$ cat src/inc/fsq_consts.vh
// Purpose: Constants for the flash erase and program command sequencer.
// Assumes: One 10 MHz system clock; link pins sampled as plain inputs.
// Notes:   Times are in microseconds; cycle counts derive from the clock rate.
`ifndef FSQ_CONSTS_VH
`define FSQ_CONSTS_VH

// Opcodes
`define FSQ_OP_WR_ENABLE     8'h06
`define FSQ_OP_BLK32         8'h52
`define FSQ_OP_BLK32_WIDE    8'h5c
`define FSQ_OP_BLK64         8'hd8
`define FSQ_OP_BLK64_WIDE    8'hdc
`define FSQ_OP_FULL_A        8'h60
`define FSQ_OP_FULL_B        8'hc7
`define FSQ_OP_PAGE          8'h02
`define FSQ_OP_PAGE_WIDE     8'h12
`define FSQ_OP_PAGE_QD       8'h32
`define FSQ_OP_PAGE_QD_WIDE  8'h34
`define FSQ_OP_PAGE_QA       8'hc2

// Array geometry
`define FSQ_ARRAY_AW         25
`define FSQ_PAGE_BYTES       256
`define FSQ_BLK64_COUNT      10'h200

// Erase size codes on the array port
`define FSQ_ERASE_32K        2'h0
`define FSQ_ERASE_64K        2'h1
`define FSQ_ERASE_FULL       2'h2

// Self-timed cycle durations
`define FSQ_CLK_MHZ          10
`define FSQ_T_PAGE_US        250
`define FSQ_T_BLK32_US       100000
`define FSQ_T_BLK64_US       150000
`define FSQ_T_FULL_US        64000000
`define FSQ_PAGE_CYCLES      (`FSQ_T_PAGE_US * `FSQ_CLK_MHZ)
`define FSQ_BLK32_CYCLES     (`FSQ_T_BLK32_US * `FSQ_CLK_MHZ)
`define FSQ_BLK64_CYCLES     (`FSQ_T_BLK64_US * `FSQ_CLK_MHZ)
`define FSQ_FULL_CYCLES      (`FSQ_T_FULL_US * `FSQ_CLK_MHZ)

`endif

$ cat src/rtl/fsq_buf.v
// Purpose: Two-entry buffer between the page drain and the array write port.
// Assumes: Single clock, asynchronous active-high reset.
// Notes:   Full with two words; a stalled consumer stops the drain.
`timescale 1ns/10ps
`default_nettype none
module fsq_buf #(
   parameter WIDTH = 33
) (
   // Clock and reset
   input  wire             clk,
   input  wire             rst,
   // Fill side
   input  wire             in_valid,
   output wire             in_ready,
   input  wire [WIDTH-1:0] in_data,
   // Drain side
   output wire             out_valid,
   input  wire             out_ready,
   output wire [WIDTH-1:0] out_data
);
   reg [WIDTH-1:0] slot0;
   reg [WIDTH-1:0] slot1;
   reg [1:0]       fill;
   wire            push = in_valid & in_ready;
   wire            pop  = out_valid & out_ready;

   assign in_ready  = (fill != 2'h2);
   assign out_valid = (fill != 2'h0);
   assign out_data  = slot0;

   always @(posedge clk or posedge rst) begin
      if (rst) begin
         slot0 <= {WIDTH{1'b0}};
         slot1 <= {WIDTH{1'b0}};
         fill  <= 2'h0;
      end else begin
         case ({push, pop})
            2'b10: begin
               if (fill == 2'h0) slot0 <= in_data;
               else slot1 <= in_data;
               fill <= fill + 2'h1;
            end
            2'b01: begin
               slot0 <= slot1;
               fill  <= fill - 2'h1;
            end
            2'b11: begin
               if (fill == 2'h1) begin
                  slot0 <= in_data;
               end else begin
                  slot0 <= slot1;
                  slot1 <= in_data;
               end
            end
            default: fill <= fill;
         endcase
      end
   end
endmodule // fsq_buf
`default_nettype wire

$ cat src/rtl/fsq_timer.v
// Purpose: Down counter that times the self-timed erase and program cycles.
// Assumes: Start is a one-cycle pulse; load is at least one.
// Notes:   Done stays high while idle, so a finished drain need not wait.
`timescale 1ns/10ps
`default_nettype none
module fsq_timer (
   // Clock and reset
   input  wire        clk,
   input  wire        rst,
   // Control
   input  wire        start,
   input  wire [31:0] load,
   output wire        done
);
   reg [31:0] count;
   reg        running;

   assign done = ~running;

   always @(posedge clk or posedge rst) begin
      if (rst) begin
         count   <= 32'h0;
         running <= 1'b0;
      end else if (start) begin
         count   <= load;
         running <= 1'b1;
      end else if (running) begin
         count <= count - 32'h1;
         if (count <= 32'h1) running <= 1'b0;
      end
   end
endmodule // fsq_timer
`default_nettype wire

$ cat src/rtl/fsq_top.v
// Purpose: Erase and page program command decode and write state of a serial NOR flash.
// Assumes: Link pins are synchronous to CLK; SCK runs well below CLK/2.
// Notes:   The array itself sits outside; erases and page bytes leave on ports.
`include "fsq_consts.vh"
`timescale 1ns/10ps
`default_nettype none
module fsq_top #(
   parameter [31:0] BLK32_CYCLES = `FSQ_BLK32_CYCLES,
   parameter [31:0] BLK64_CYCLES = `FSQ_BLK64_CYCLES,
   parameter [31:0] FULL_CYCLES  = `FSQ_FULL_CYCLES
) (
   // Clock and reset
   input  wire        CLK,
   input  wire        RST,
   // Serial link
   input  wire        CS_N,
   input  wire        SCK,
   input  wire [3:0]  QUAD_DATA_LINES_IN,
   output wire [3:0]  QUAD_DATA_LINES_OUT,
   output wire [3:0]  QUAD_DATA_LINES_OE_N,
   // Configuration
   input  wire        ADDR4_MODE,
   input  wire        FOUR_LANE_COMMAND_MODE,
   input  wire [4:0]  BLOCK_PROTECT_BITS,
   // Status
   output wire        BUSY_STATUS_BIT,
   output wire        WRITE_ENABLE_LATCH,
   // Erase request to array
   output reg         ERASE_STB,
   output reg  [1:0]  ERASE_SIZE,
   output reg  [24:0] ERASE_ADDR,
   // Program stream to array
   output wire        PROG_VALID,
   input  wire        PROG_READY,
   output wire [24:0] PROG_ADDR,
   output wire [7:0]  PROG_DATA
);
   localparam [2:0] PH_OPC  = 3'h0;
   localparam [2:0] PH_ADDR = 3'h1;
   localparam [2:0] PH_DATA = 3'h2;
   localparam [2:0] PH_DONE = 3'h3;
   localparam [2:0] PH_BAD  = 3'h4;

   localparam [2:0] K_NONE  = 3'h0;
   localparam [2:0] K_WEN   = 3'h1;
   localparam [2:0] K_BLK32 = 3'h2;
   localparam [2:0] K_BLK64 = 3'h3;
   localparam [2:0] K_FULL  = 3'h4;
   localparam [2:0] K_PAGE  = 3'h5;

   localparam [1:0] B_IDLE  = 2'h0;
   localparam [1:0] B_DRAIN = 2'h1;
   localparam [1:0] B_WAIT  = 2'h2;

   // Protected range in 64K blocks: bit 4 picks bottom, low bits size it
   function prot_hit;
      input [8:0] blk;
      input [4:0] bp;
      reg   [9:0] n;
      begin
         n = 10'h0;
         if (bp[3:0] > 4'ha) n = `FSQ_BLK64_COUNT;
         else if (bp[3:0] != 4'h0) n = 10'h1 << (bp[3:0] - 4'h1);
         if (bp[4]) prot_hit = ({1'b0, blk} < n);
         else prot_hit = ({1'b0, blk} >= (`FSQ_BLK64_COUNT - n));
      end
   endfunction

   // Edge detection on the sampled link
   reg         sck_d;
   reg         cs_d;
   // Frame state
   reg  [2:0]  phase;
   reg  [2:0]  kind;
   reg         wide_addr;
   reg         quad_addr;
   reg         quad_data;
   reg  [7:0]  shreg;
   reg  [3:0]  bcnt;
   reg  [2:0]  abytes;
   reg  [31:0] addr;
   reg  [7:0]  offset;
   reg         got_data;
   // Page buffer
   reg  [7:0]  page_mem [0:255];
   reg  [255:0] page_ok;
   reg  [16:0] page_base;
   // Write state
   reg  [1:0]  bstate;
   reg  [8:0]  drain_idx;
   reg         write_enable_latch;
   reg         tm_start;
   reg  [31:0] tm_load;
   wire        tm_done;

   wire        idle     = (bstate == B_IDLE);
   wire        sck_rise = SCK & ~sck_d & ~CS_N & idle;
   wire        cs_fall  = ~CS_N & cs_d & idle;
   wire        cs_rise  = CS_N & ~cs_d;

   // Lane count per phase
   wire lanes4 = FOUR_LANE_COMMAND_MODE |
                 ((phase == PH_ADDR) & quad_addr) |
                 ((phase == PH_DATA) & quad_data);
   wire [3:0]  bcnt_nx  = bcnt + (lanes4 ? 4'h4 : 4'h1);
   wire [7:0]  sh_nx    = lanes4 ? {shreg[3:0], QUAD_DATA_LINES_IN} :
                                   {shreg[6:0], QUAD_DATA_LINES_IN[0]};
   wire        byte_end = (bcnt_nx == 4'h8);
   wire [2:0]  abytes_need = (wide_addr | ADDR4_MODE) ? 3'h4 : 3'h3;

   // Termination checks at chip select rising
   wire blk_ok   = (phase == PH_DONE) & ((kind == K_BLK32) | (kind == K_BLK64));
   wire full_ok  = (phase == PH_DONE) & (kind == K_FULL);
   wire page_end = (phase == PH_DATA) & (bcnt == 4'h0) & got_data;
   wire wen_ok   = (phase == PH_DONE) & (kind == K_WEN);
   wire addr_prot = prot_hit(addr[24:16], BLOCK_PROTECT_BITS);
   wire any_prot  = (BLOCK_PROTECT_BITS[3:0] != 4'h0);
   wire go_blk   = blk_ok & ~addr_prot;
   wire go_full  = full_ok & ~any_prot;
   wire go_page  = page_end & ~addr_prot;
   wire start    = idle & cs_rise & write_enable_latch & (go_blk | go_full | go_page);

   // Drain of the page buffer into the two-entry buffer
   wire        in_ready;
   wire        slot_ok  = page_ok[drain_idx[7:0]] & ~drain_idx[8];
   wire        in_valid = (bstate == B_DRAIN) & slot_ok;
   wire [32:0] in_word  = {page_base, drain_idx[7:0], page_mem[drain_idx[7:0]]};
   wire [32:0] out_word;

   assign QUAD_DATA_LINES_OUT  = 4'h0;
   assign QUAD_DATA_LINES_OE_N = 4'hf;
   assign BUSY_STATUS_BIT      = ~idle;
   assign WRITE_ENABLE_LATCH   = write_enable_latch;
   assign PROG_ADDR = out_word[32:8];
   assign PROG_DATA = out_word[7:0];

   // Serial frame collection
   always @(posedge CLK or posedge RST) begin
      if (RST) begin
         sck_d     <= 1'b0;
         cs_d      <= 1'b1;
         phase     <= PH_OPC;
         kind      <= K_NONE;
         wide_addr <= 1'b0;
         quad_addr <= 1'b0;
         quad_data <= 1'b0;
         shreg     <= 8'h0;
         bcnt      <= 4'h0;
         abytes    <= 3'h0;
         addr      <= 32'h0;
         offset    <= 8'h0;
         got_data  <= 1'b0;
         page_ok   <= 256'h0;
      end else begin
         sck_d <= SCK;
         cs_d  <= CS_N;
         if (cs_fall) begin
            phase    <= PH_OPC;
            kind     <= K_NONE;
            bcnt     <= 4'h0;
            abytes   <= 3'h0;
            // Stale upper bits would leak into 3-byte addresses
            addr     <= 32'h0;
            got_data <= 1'b0;
            page_ok  <= 256'h0;
         end else if (sck_rise) begin
            shreg <= sh_nx;
            bcnt  <= byte_end ? 4'h0 : bcnt_nx;
            if ((phase == PH_DONE) | (phase == PH_BAD)) begin
               phase <= PH_BAD;
            end else if (byte_end) begin
               case (phase)
                  PH_OPC: begin
                     wide_addr <= 1'b0;
                     quad_addr <= 1'b0;
                     quad_data <= 1'b0;
                     phase     <= PH_ADDR;
                     case (sh_nx)
                        `FSQ_OP_WR_ENABLE: begin
                           kind  <= K_WEN;
                           phase <= PH_DONE;
                        end
                        `FSQ_OP_BLK32:      kind <= K_BLK32;
                        `FSQ_OP_BLK32_WIDE: begin
                           kind      <= K_BLK32;
                           wide_addr <= 1'b1;
                        end
                        `FSQ_OP_BLK64:      kind <= K_BLK64;
                        `FSQ_OP_BLK64_WIDE: begin
                           kind      <= K_BLK64;
                           wide_addr <= 1'b1;
                        end
                        `FSQ_OP_FULL_A, `FSQ_OP_FULL_B: begin
                           kind  <= K_FULL;
                           phase <= PH_DONE;
                        end
                        `FSQ_OP_PAGE:       kind <= K_PAGE;
                        `FSQ_OP_PAGE_WIDE: begin
                           kind      <= K_PAGE;
                           wide_addr <= 1'b1;
                        end
                        `FSQ_OP_PAGE_QD: begin
                           kind      <= K_PAGE;
                           quad_data <= 1'b1;
                        end
                        `FSQ_OP_PAGE_QD_WIDE: begin
                           kind      <= K_PAGE;
                           quad_data <= 1'b1;
                           wide_addr <= 1'b1;
                        end
                        `FSQ_OP_PAGE_QA: begin
                           kind      <= K_PAGE;
                           quad_addr <= 1'b1;
                           quad_data <= 1'b1;
                        end
                        default: begin
                           kind  <= K_NONE;
                           phase <= PH_BAD;
                        end
                     endcase
                  end
                  PH_ADDR: begin
                     addr   <= {addr[23:0], sh_nx};
                     abytes <= abytes + 3'h1;
                     if (abytes + 3'h1 == abytes_need) begin
                        if (kind == K_PAGE) begin
                           phase  <= PH_DATA;
                           offset <= sh_nx;
                        end else begin
                           phase <= PH_DONE;
                        end
                     end
                  end
                  PH_DATA: begin
                     // Later bytes overwrite earlier ones at the same offset
                     page_ok[offset] <= 1'b1;
                     offset   <= offset + 8'h1;
                     got_data <= 1'b1;
                  end
                  default: phase <= PH_BAD;
               endcase
            end
         end else if (cs_rise) begin
            phase <= PH_OPC;
         end
      end
   end

   // Page storage has no reset: only slots marked in page_ok are drained
   always @(posedge CLK) begin
      if (sck_rise & byte_end & (phase == PH_DATA)) begin
         page_mem[offset] <= sh_nx;
      end
   end

   // Write state: latch, busy cycle and array requests
   always @(posedge CLK or posedge RST) begin
      if (RST) begin
         bstate     <= B_IDLE;
         drain_idx  <= 9'h0;
         write_enable_latch        <= 1'b0;
         tm_start   <= 1'b0;
         tm_load    <= 32'h1;
         page_base  <= 17'h0;
         ERASE_STB  <= 1'b0;
         ERASE_SIZE <= `FSQ_ERASE_32K;
         ERASE_ADDR <= 25'h0;
      end else begin
         tm_start  <= 1'b0;
         ERASE_STB <= 1'b0;
         case (bstate)
            B_IDLE: begin
               if (idle & cs_rise & wen_ok) begin
                  write_enable_latch <= 1'b1;
               end
               if (start) begin
                  tm_start <= 1'b1;
                  if (go_page) begin
                     bstate    <= B_DRAIN;
                     drain_idx <= 9'h0;
                     page_base <= addr[24:8];
                     tm_load   <= `FSQ_PAGE_CYCLES;
                  end else begin
                     bstate    <= B_WAIT;
                     ERASE_STB <= 1'b1;
                     if (go_full) begin
                        ERASE_SIZE <= `FSQ_ERASE_FULL;
                        ERASE_ADDR <= 25'h0;
                        tm_load    <= FULL_CYCLES;
                     end else if (kind == K_BLK64) begin
                        ERASE_SIZE <= `FSQ_ERASE_64K;
                        ERASE_ADDR <= {addr[24:16], 16'h0};
                        tm_load    <= BLK64_CYCLES;
                     end else begin
                        ERASE_SIZE <= `FSQ_ERASE_32K;
                        ERASE_ADDR <= {addr[24:15], 15'h0};
                        tm_load    <= BLK32_CYCLES;
                     end
                  end
               end
            end
            B_DRAIN: begin
               // Empty slots are skipped; a full buffer holds the index
               if (drain_idx[8]) bstate <= B_WAIT;
               else if (~slot_ok | in_ready) drain_idx <= drain_idx + 9'h1;
            end
            B_WAIT: begin
               if (tm_done & ~tm_start & ~PROG_VALID) begin
                  bstate <= B_IDLE;
                  write_enable_latch    <= 1'b0;
               end
            end
            default: bstate <= B_IDLE;
         endcase
      end
   end

   fsq_timer u_timer (
      .clk   (CLK),
      .rst   (RST),
      .start (tm_start),
      .load  (tm_load),
      .done  (tm_done)
   );

   fsq_buf #(
      .WIDTH (33)
   ) u_buf (
      .clk       (CLK),
      .rst       (RST),
      .in_valid  (in_valid),
      .in_ready  (in_ready),
      .in_data   (in_word),
      .out_valid (PROG_VALID),
      .out_ready (PROG_READY),
      .out_data  (out_word)
   );
endmodule // fsq_top
`default_nettype wire

$ cat config.mk
export PLATFORM = sky130hd
export DESIGN_NAME = fsq_top
export DESIGN_NICKNAME = d
export VERILOG_FILES = /design/src/rtl/fsq_buf.v /design/src/rtl/fsq_timer.v /design/src/rtl/fsq_top.v
export VERILOG_INCLUDE_DIRS = /design/src /design/src/inc
export SDC_FILE = /design/constraint.sdc
export NUM_CORES = 2
export LEC_CHECK = 0
export BUFFER_PORTS_ARGS = -buffer_cell sky130_fd_sc_hd__buf_2
export CORE_ASPECT_RATIO = 0.8
export CORE_MARGIN = 2
export CORE_UTILIZATION = 57
export DETAILED_ROUTE_END_ITERATION = 7
export GPL_ROUTABILITY_DRIVEN = 0
export PLACE_DENSITY = 0.7
export SYNTH_ARGS = -nofsm -noshare
export SYNTH_HDL_FRONTEND = slang
export SYNTH_SLANG_ARGS = --single-unit
$ cat constraint.sdc
create_clock -name CLK -period 21.4 [get_ports CLK]
set_input_delay 3.21 -clock CLK [delete_from_list [all_inputs] [get_ports CLK]]
set_output_delay 3.21 -clock CLK [all_outputs]
set_load 0.005 [all_outputs]
# Word-level counts from Yosys, hierarchy flattened
# Memory sizes are Yosys's and may differ from the RTL's.
# Cells that the tools add are included.
[totals]
register_bits = 506
latchBits = 0
ram_bits = 2048
rom_bits = 0
input_bits = 16
out_inout_bits = 72
elab_cells = 281
memories = 1
[classes]
addsub = 9
mul = 0
n_div = 0
n_lt_le_gt_ge = 7
n_eq_ne = 46
shift = 1
n_mux = 93
n_bitwise = 51
reduce_logical = 44
[mem_list]
columns = ["memory", "depth", "word_bits", "rd", "rd_clocked_by_memory_dff", "write_ports", "line_no", "rtl"]
rows = [
  ["page_mem", 256, 8, 1, 0, 1, "fsq_top.v:85", "reg [7:0] page_mem [0:255];"],
]
[op_table]
columns = ["operator", "count"]
rows = [
  ["$mux 256", 5],
  ["$or 256x256->256", 1],
  ["$mux 25", 6],
  ["$mux 33", 4],
  ["$pmux 33 s3", 1],
  ["$pmux 33 s2", 1],
  ["$mux 32", 2],
  ["$mux 30", 2],
  ["$mux 3", 18],
  ["$mux 9", 4],
  ["$eq 8x8->1 const B", 4],
  ["$le 32x1->1 const B", 1],
  ["$sub 32x1->32 const B", 1],
  ["$and 1x1->1", 28],
  ["$mux 1", 25],
  ["$eq 8x7->1 const B", 3],
  ["$mux 8", 3],
  ["$reduce_bool 2->1", 12],
  ["$mux 21", 1],
  ["$mux 10", 2],
  ["$lt 8x9->1 const B", 2],
  ["$pmux 9 s2", 1],
  ["$reduce_and 3->1", 6],
  ["$eq 8x6->1 const B", 2],
  ["57 further kinds", 116],
]

# Logic depth before layout (Yosys ltp)
[logic_depth]
depth_word = 14
ltp_mapped = 20
mapped_depth_nobuf = 15

# By module
# A second synthesis with hierarchy kept.
[unflattened]
cells_unflattened = 5196
hier_area_um2 = 100787.9
[modules_own_cells]
columns = ["mod", "n_inst", "cells_per_inst", "area_per_inst_um2", "seq_area_each_um2"]
rows = [
  ["fsq_top", 1, 4690, 95615.5, 70735.3],
  ["fsq_buf", 1, 292, 3266.9, 1701.6],
  ["fsq_timer", 1, 214, 1905.6, 825.8],
]

# Worst setup path after synthesis
# OpenSTA, ideal clock, no wires.
[synth_timing]
path_kind = "input to register"
start = "input port FOUR_LANE_COMMAND_MODE"
end = "register kind[0]"
setup_ps = 137
t_arrival_ps = 7573
required_time_ps = 21263
path_slack_ps = 13689
cell_stages = 7
path_buffers = 0
cell_sequence = "o21ai_0 -> nand2_1 -> nor3b_1 -> a221oi_1 -> o211ai_1 -> nor2_1 -> a211oi_1"
[synth_via]
elab_chain_cells = 11
word_cells_on_any_way = 30
cone_classes = "add/sub: 1; eq/ne: 13; mux: 8; bitwise: 2; reduce/logical: 6"
[synth_lines]
columns = ["item", "line_no", "rtl"]
rows = [
  ["start, declared", "fsq_top.v:23", "input wire FOUR_LANE_COMMAND_MODE,"],
  ["$or 1x1->1 (*)", "fsq_top.v:102", "wire lanes4 = FOUR_LANE_COMMAND_MODE |"],
  ["$or 1x1->1 (*)", "fsq_top.v:103", "((phase == PH_ADDR) & quad_addr) |"],
  ["$mux 8 (*)", "fsq_top.v:106", "wire [7:0] sh_nx = lanes4 ? {shreg[3:0], QUAD_DATA_LINES_IN} :"],
  ["named net sh_nx[2]", "fsq_top.v:106", ""],
  ["$eq 8x8->1, or another cell as far along", "fsq_top.v:178", "case (sh_nx)"],
  ["$reduce_or 5->1 (no source line) or $reduce_or 2->1 (tied branches)", "--", ""],
  ["$pmux 3 s5 (*)", "fsq_top.v:178", ""],
  ["$mux 3 (*)", "fsq_top.v:172", "case (phase)"],
  ["$mux 3 (*)", "fsq_top.v:171", "end else if (byte_end) begin"],
  ["$mux 3 (*)", "fsq_top.v:169", "if ((phase == PH_DONE) | (phase == PH_BAD)) begin"],
  ["$mux 3 (*)", "fsq_top.v:166", "end else if (sck_rise) begin"],
  ["$mux 3 (*)", "fsq_top.v:157", "if (cs_fall) begin"],
  ["end signal, assigned", "fsq_top.v:159", "kind <= K_NONE;"],
  ["end signal, assigned", "fsq_top.v:180", "kind <= K_WEN;"],
  ["end signal, assigned", "fsq_top.v:183", "`FSQ_OP_BLK32: kind <= K_BLK32;"],
  ["end, declared", "fsq_top.v:74", "reg [2:0] kind;"],
]
# Mark *: on every way through the listed nets, which the timed path passes. The rest lies on a longest branch. The select of a mux whose other input is x is not followed.
# A chain may end at the register's enable or synchronous reset.

# Worst setup path after layout
[layout_timing]
start = "register drain_idx[0]"
end = "register u_buf.slot0[18] (netlist: u_buf.out_data[18])"
[layout_via]
elab_chain_cells = 8
word_cells_on_any_way = 12
cone_classes = "eq/ne: 4; mux: 3; bitwise: 3; reduce/logical: 2"
[layout_lines]
columns = ["item", "line_no", "rtl"]
rows = [
  ["start, declared", "fsq_top.v:90", "reg [8:0] drain_idx;"],
  ["start signal, assigned", "fsq_top.v:305", "else if (~slot_ok | in_ready) drain_idx <= drain_idx + 9'h1;"],
  ["$bmux 1 s8 (*)", "fsq_top.v:125", "wire slot_ok = page_ok[drain_idx[7:0]] & ~drain_idx[8];"],
  ["$mux 1 (not written as such) (*)", "fsq_top.v:125", ""],
  ["$and 1x1->1 (*)", "fsq_top.v:125", ""],
  ["$and 1x1->1 (*)", "fsq_top.v:126", "wire in_valid = (bstate == B_DRAIN) & slot_ok;"],
  ["$and 1x1->1 (*)", "fsq_buf.v:24", "wire push = in_valid & in_ready;"],
  ["$eq 2x2->1 or $eq 2x1->1 (tied branches)", "fsq_buf.v:37", "case ({push, pop})"],
  ["$ne 2x1->1 (no source line) or $reduce_bool 3->1 (tied branches)", "--", ""],
  ["$reduce_and 2->1 (no source line)", "--", ""],
  ["end signal, assigned", "fsq_buf.v:33", "slot0 <= {WIDTH{1'b0}};"],
  ["end signal, assigned", "fsq_buf.v:39", "if (fill == 2'h0) slot0 <= in_data;"],
  ["end signal, assigned", "fsq_buf.v:44", "slot0 <= slot1;"],
  ["end, declared", "fsq_buf.v:21", "reg [WIDTH-1:0] slot0;"],
]
# Mark *: on every way between the ends. The rest lies on a longest branch, timed or not. The select of a mux whose other input is x is not followed.

==> results.txt <==
Status -> finished, final reports clean
Cell with the most instances after synthesis -> edfxtp_1
Pleak -> 37.10 nW
Clk_skew -> 0.04286 ns
CP Class -> reg -> reg
Slowest CP cell -> dfrtp_4
Initial antenna violation count -> 13
Setup crit start kind -> flop
Core ar. -> 174300 sq um
Via count -> 54900
Peak Freq -> 133.5 MHz
Synth-to-Final Area Change -> 10.40%
Routed WL -> 258.9 mm
Rel. slew slack -> 8.103%
Residual DRC -> 0
PwrDens -> 92.10 nW/um^2
Hold Path Class -> reg -> reg
Syn avg cell area -> 17.92 sq um
First-pass GRT wire length -> 372.9 mm
Critical Path Fanout Max -> 44
Seq/Total Area, Yosys -> 73.23%
Sink Count -> 2518
RSZ-0062 raised after global routing -> false
CTS tree -> built
Max Slew Vio Count -> 0
Routed Antenna Nets -> 0
DRT iter0 DRCs -> 8160
Wirelength per Cell -> 31.82 um
Setup TNS -> 0 ns
Skew-Pair Late Insertion Delay -> 0.87 ns
Dominant synthesized flop cell -> edfxtp_1
Cell row count -> 137
Post-route cell area -> 110500 sq um
Postcts setup bufs -> 0
Die Height -> 378.7 um
Fill cell count -> 11810
Post-synth ARST share -> 18.67%
WP data arrival -> 8.23 ns
Detailed placement HPWL -> 156.2 mm
Area contributors post-synth -> edfxtp_1, mux4_2, dfrtp_1
Leading area contributor after synthesis -> edfxtp_1
CTS Hold Bufs -> 0
Vias in the first global route -> 52150
Crit path time final -> 7.490 ns
Fin crit share -> 35.00%
Initial Utilization -> 57.39%
Highest metal layer with signal wires -> met5
VDD IR max -> 98.02 uV
Area share of the largest cell type after synthesis -> 61.47%
CTS H-tree depth -> 4
Non-Filler Instances -> 8138
EDFF count, synth -> 2048
CTS Buf Count -> 223
WL met2 -> 113.3 mm
Top Family by Delay on Critical Path -> buffers and inverters
Max Cap Viol -> 0
CP required -> 22.14 ns
Total track usage -> 29.02%
Crit path buffers/inverters -> 4
Final Hold Viols -> 0
Placed Area -> 102700 sq um
Worst-margin pin slew -> 1.375 ns
Drt via density -> 6.747
Largest stage delay on the critical path -> 0.86 ns
Post_cts resized -> 0
Worst-path clk slew -> 0.06 ns
Placed cells -> 7708
CP dominant cell by count -> buf_4
Synth Instances -> 5584
Largest net degree at the start of global routing -> 219
Yosys warns -> 0
Die area -> 178900 sq um
IO Count -> 88
Top cells by count, synth -> edfxtp_1, nor2_1, mux4_2
Pre-antenna DRT Iters -> 5
Clk root buf -> clkbuf_16
Share of layout cells above drive strength 1 -> 20.80%
Die Span X -> 472.4 um
Final net count -> 5691
Final setup fails -> 0
Post-synth cell types -> 72
FF+latch count, synth -> 2518
Routed length on met3 -> 31.70 mm
Grt ovf -> 0
IO Port Bufs -> 64
Crit path cell chain -> buf_4, buf_4, buf_4, mux4_2, nor2_1, nor4_1, or4_1, and3_1, and2_4, nand2_4, inv_4, ha_1, nand2_1, nand2_1, a22o_1, mux2_4
Metal-1 WL -> 106.5 mm
CTS Buffer Depth -> 3
Netlist Area Pre-Place -> 100100 sq um
Worst setup EP type -> flop
## per-layer routing
| metal | GRT usage (%) | vias up |
|---|---|---|
| li1 | - | 22190 |
| met1 | 44.75 | 28820 |
| met2 | 41.32 | 3451 |
| met3 | 7.740 | 431 |
| met4 | 7.892 | 14 |
| met5 | 0 | - |
## per-stage QoR
stage,power (mW),utilization (%),setup WS [ns],hold slack (ns)
floorplan,5.869,-,5.084,0.4394
global placement,6.025,58.89,13.48,0.4584
detailed placement,6.039,58.89,13.41,0.4639
CTS,10.20,63.36,13.85,0.4795
global route,10.42,63.36,13.42,0.4960
finish,10.17,63.36,13.91,0.4782
## worst paths after layout
path,startpoint,to,slack (ns),depth (start not counted)
worst max-delay path,drain_idx[0],u_buf.out_data[18],13.91,16
worst min-delay path,u_buf.slot1[17],u_buf.slot1[17],0.48,2
worst max register to register,drain_idx[0],u_buf.out_data[18],13.91,16
worst min register to register,u_buf.slot1[17],u_buf.slot1[17],0.48,2
max in group asynchronous,RST,page_ok[225],16.47,4
min in group asynchronous,RST,u_buf.out_data[31],2.50,2
## state kept, by name (all words and copies together) (netlist names), 11 cells and up
| signal | cells |
|---|---|
| tm_load | 11 |
| u_buf.out_data | 33 |
| addr | 25 |
| page_ok | 256 |
| page_mem | 2048 |
| u_buf.slot1 | 33 |
| u_timer.count | 32 |
| page_base | 17 |
## cell families (layout without fill, tap and decap cells)
family                     after synthesis  count (layout)  synth area share, %
muxes                                  683             683                13.96
other                                    2              26             0.007506
DFF                                   2518            2518                73.23
xor gates and xnor gates                38              38               0.3327
buffers and inverters                  396             633                1.852
adders and majority gates               35              35               0.4377
AOI/OAI and AO/OA                      737             737                5.169
and+or+nand+nor                       1175            1175                5.020
## area by class of cell
cell class | count | area (sq um) | area share, %
sequential | 2518 | 73280 | 66.35
multi-input combinational | 2691 | 25130 | 22.76
clock buffer | 288 | 6046 | 5.474
tap | 2293 | 2869 | 2.597
clock inverter | 139 | 1730 | 1.567
timing repair buffer | 166 | 1196 | 1.083
inverter | 40 | 190.2 | 0.1722
antenna | 3 | 7.507 | 0.006797
## where the power goes
part | internal (mW) | total (mW) | switching (mW)
Clock | 2.41 | 4.24 | 1.83
Sequential | 5.49 | 5.50 | 0.0128
Combinational | 0.0631 | 0.434 | 0.371
## placed cells by master, fill, tap and decap left out, types with 33 or more instances in the layout
master / count
nand3_1: 41
mux2i_1: 42
a22o_1: 87
o21ai_0: 89
nor2_1: 604
edfxtp_1: 2048
o21a_1: 135
o22ai_1: 67
clkbuf_1: 44
ha_1: 35
mux4_2: 545
bufinv_16: 33
a21oi_1: 97
mux2_2: 61
inv_1: 33
buf_4: 94
nor3_1: 77
nand2_1: 282
a221oi_1: 58
dfrtp_1: 462
a22oi_1: 89
buf_2: 63
clkinv_2: 53
clkbuf_16: 224
## worst register-to-register path, delay by kind of cell, from the launching register on
kind / cells / cell delay (ns)
simple gates: 8 / 2.25
mux: 2 / 1.02
buf+inv: 4 / 2.44
fa+ha+maj: 1 / 0.26
flops: 1 / 0.86
compound gates: 1 / 0.55
Note: power is estimated with default switching activity, not from simulation.
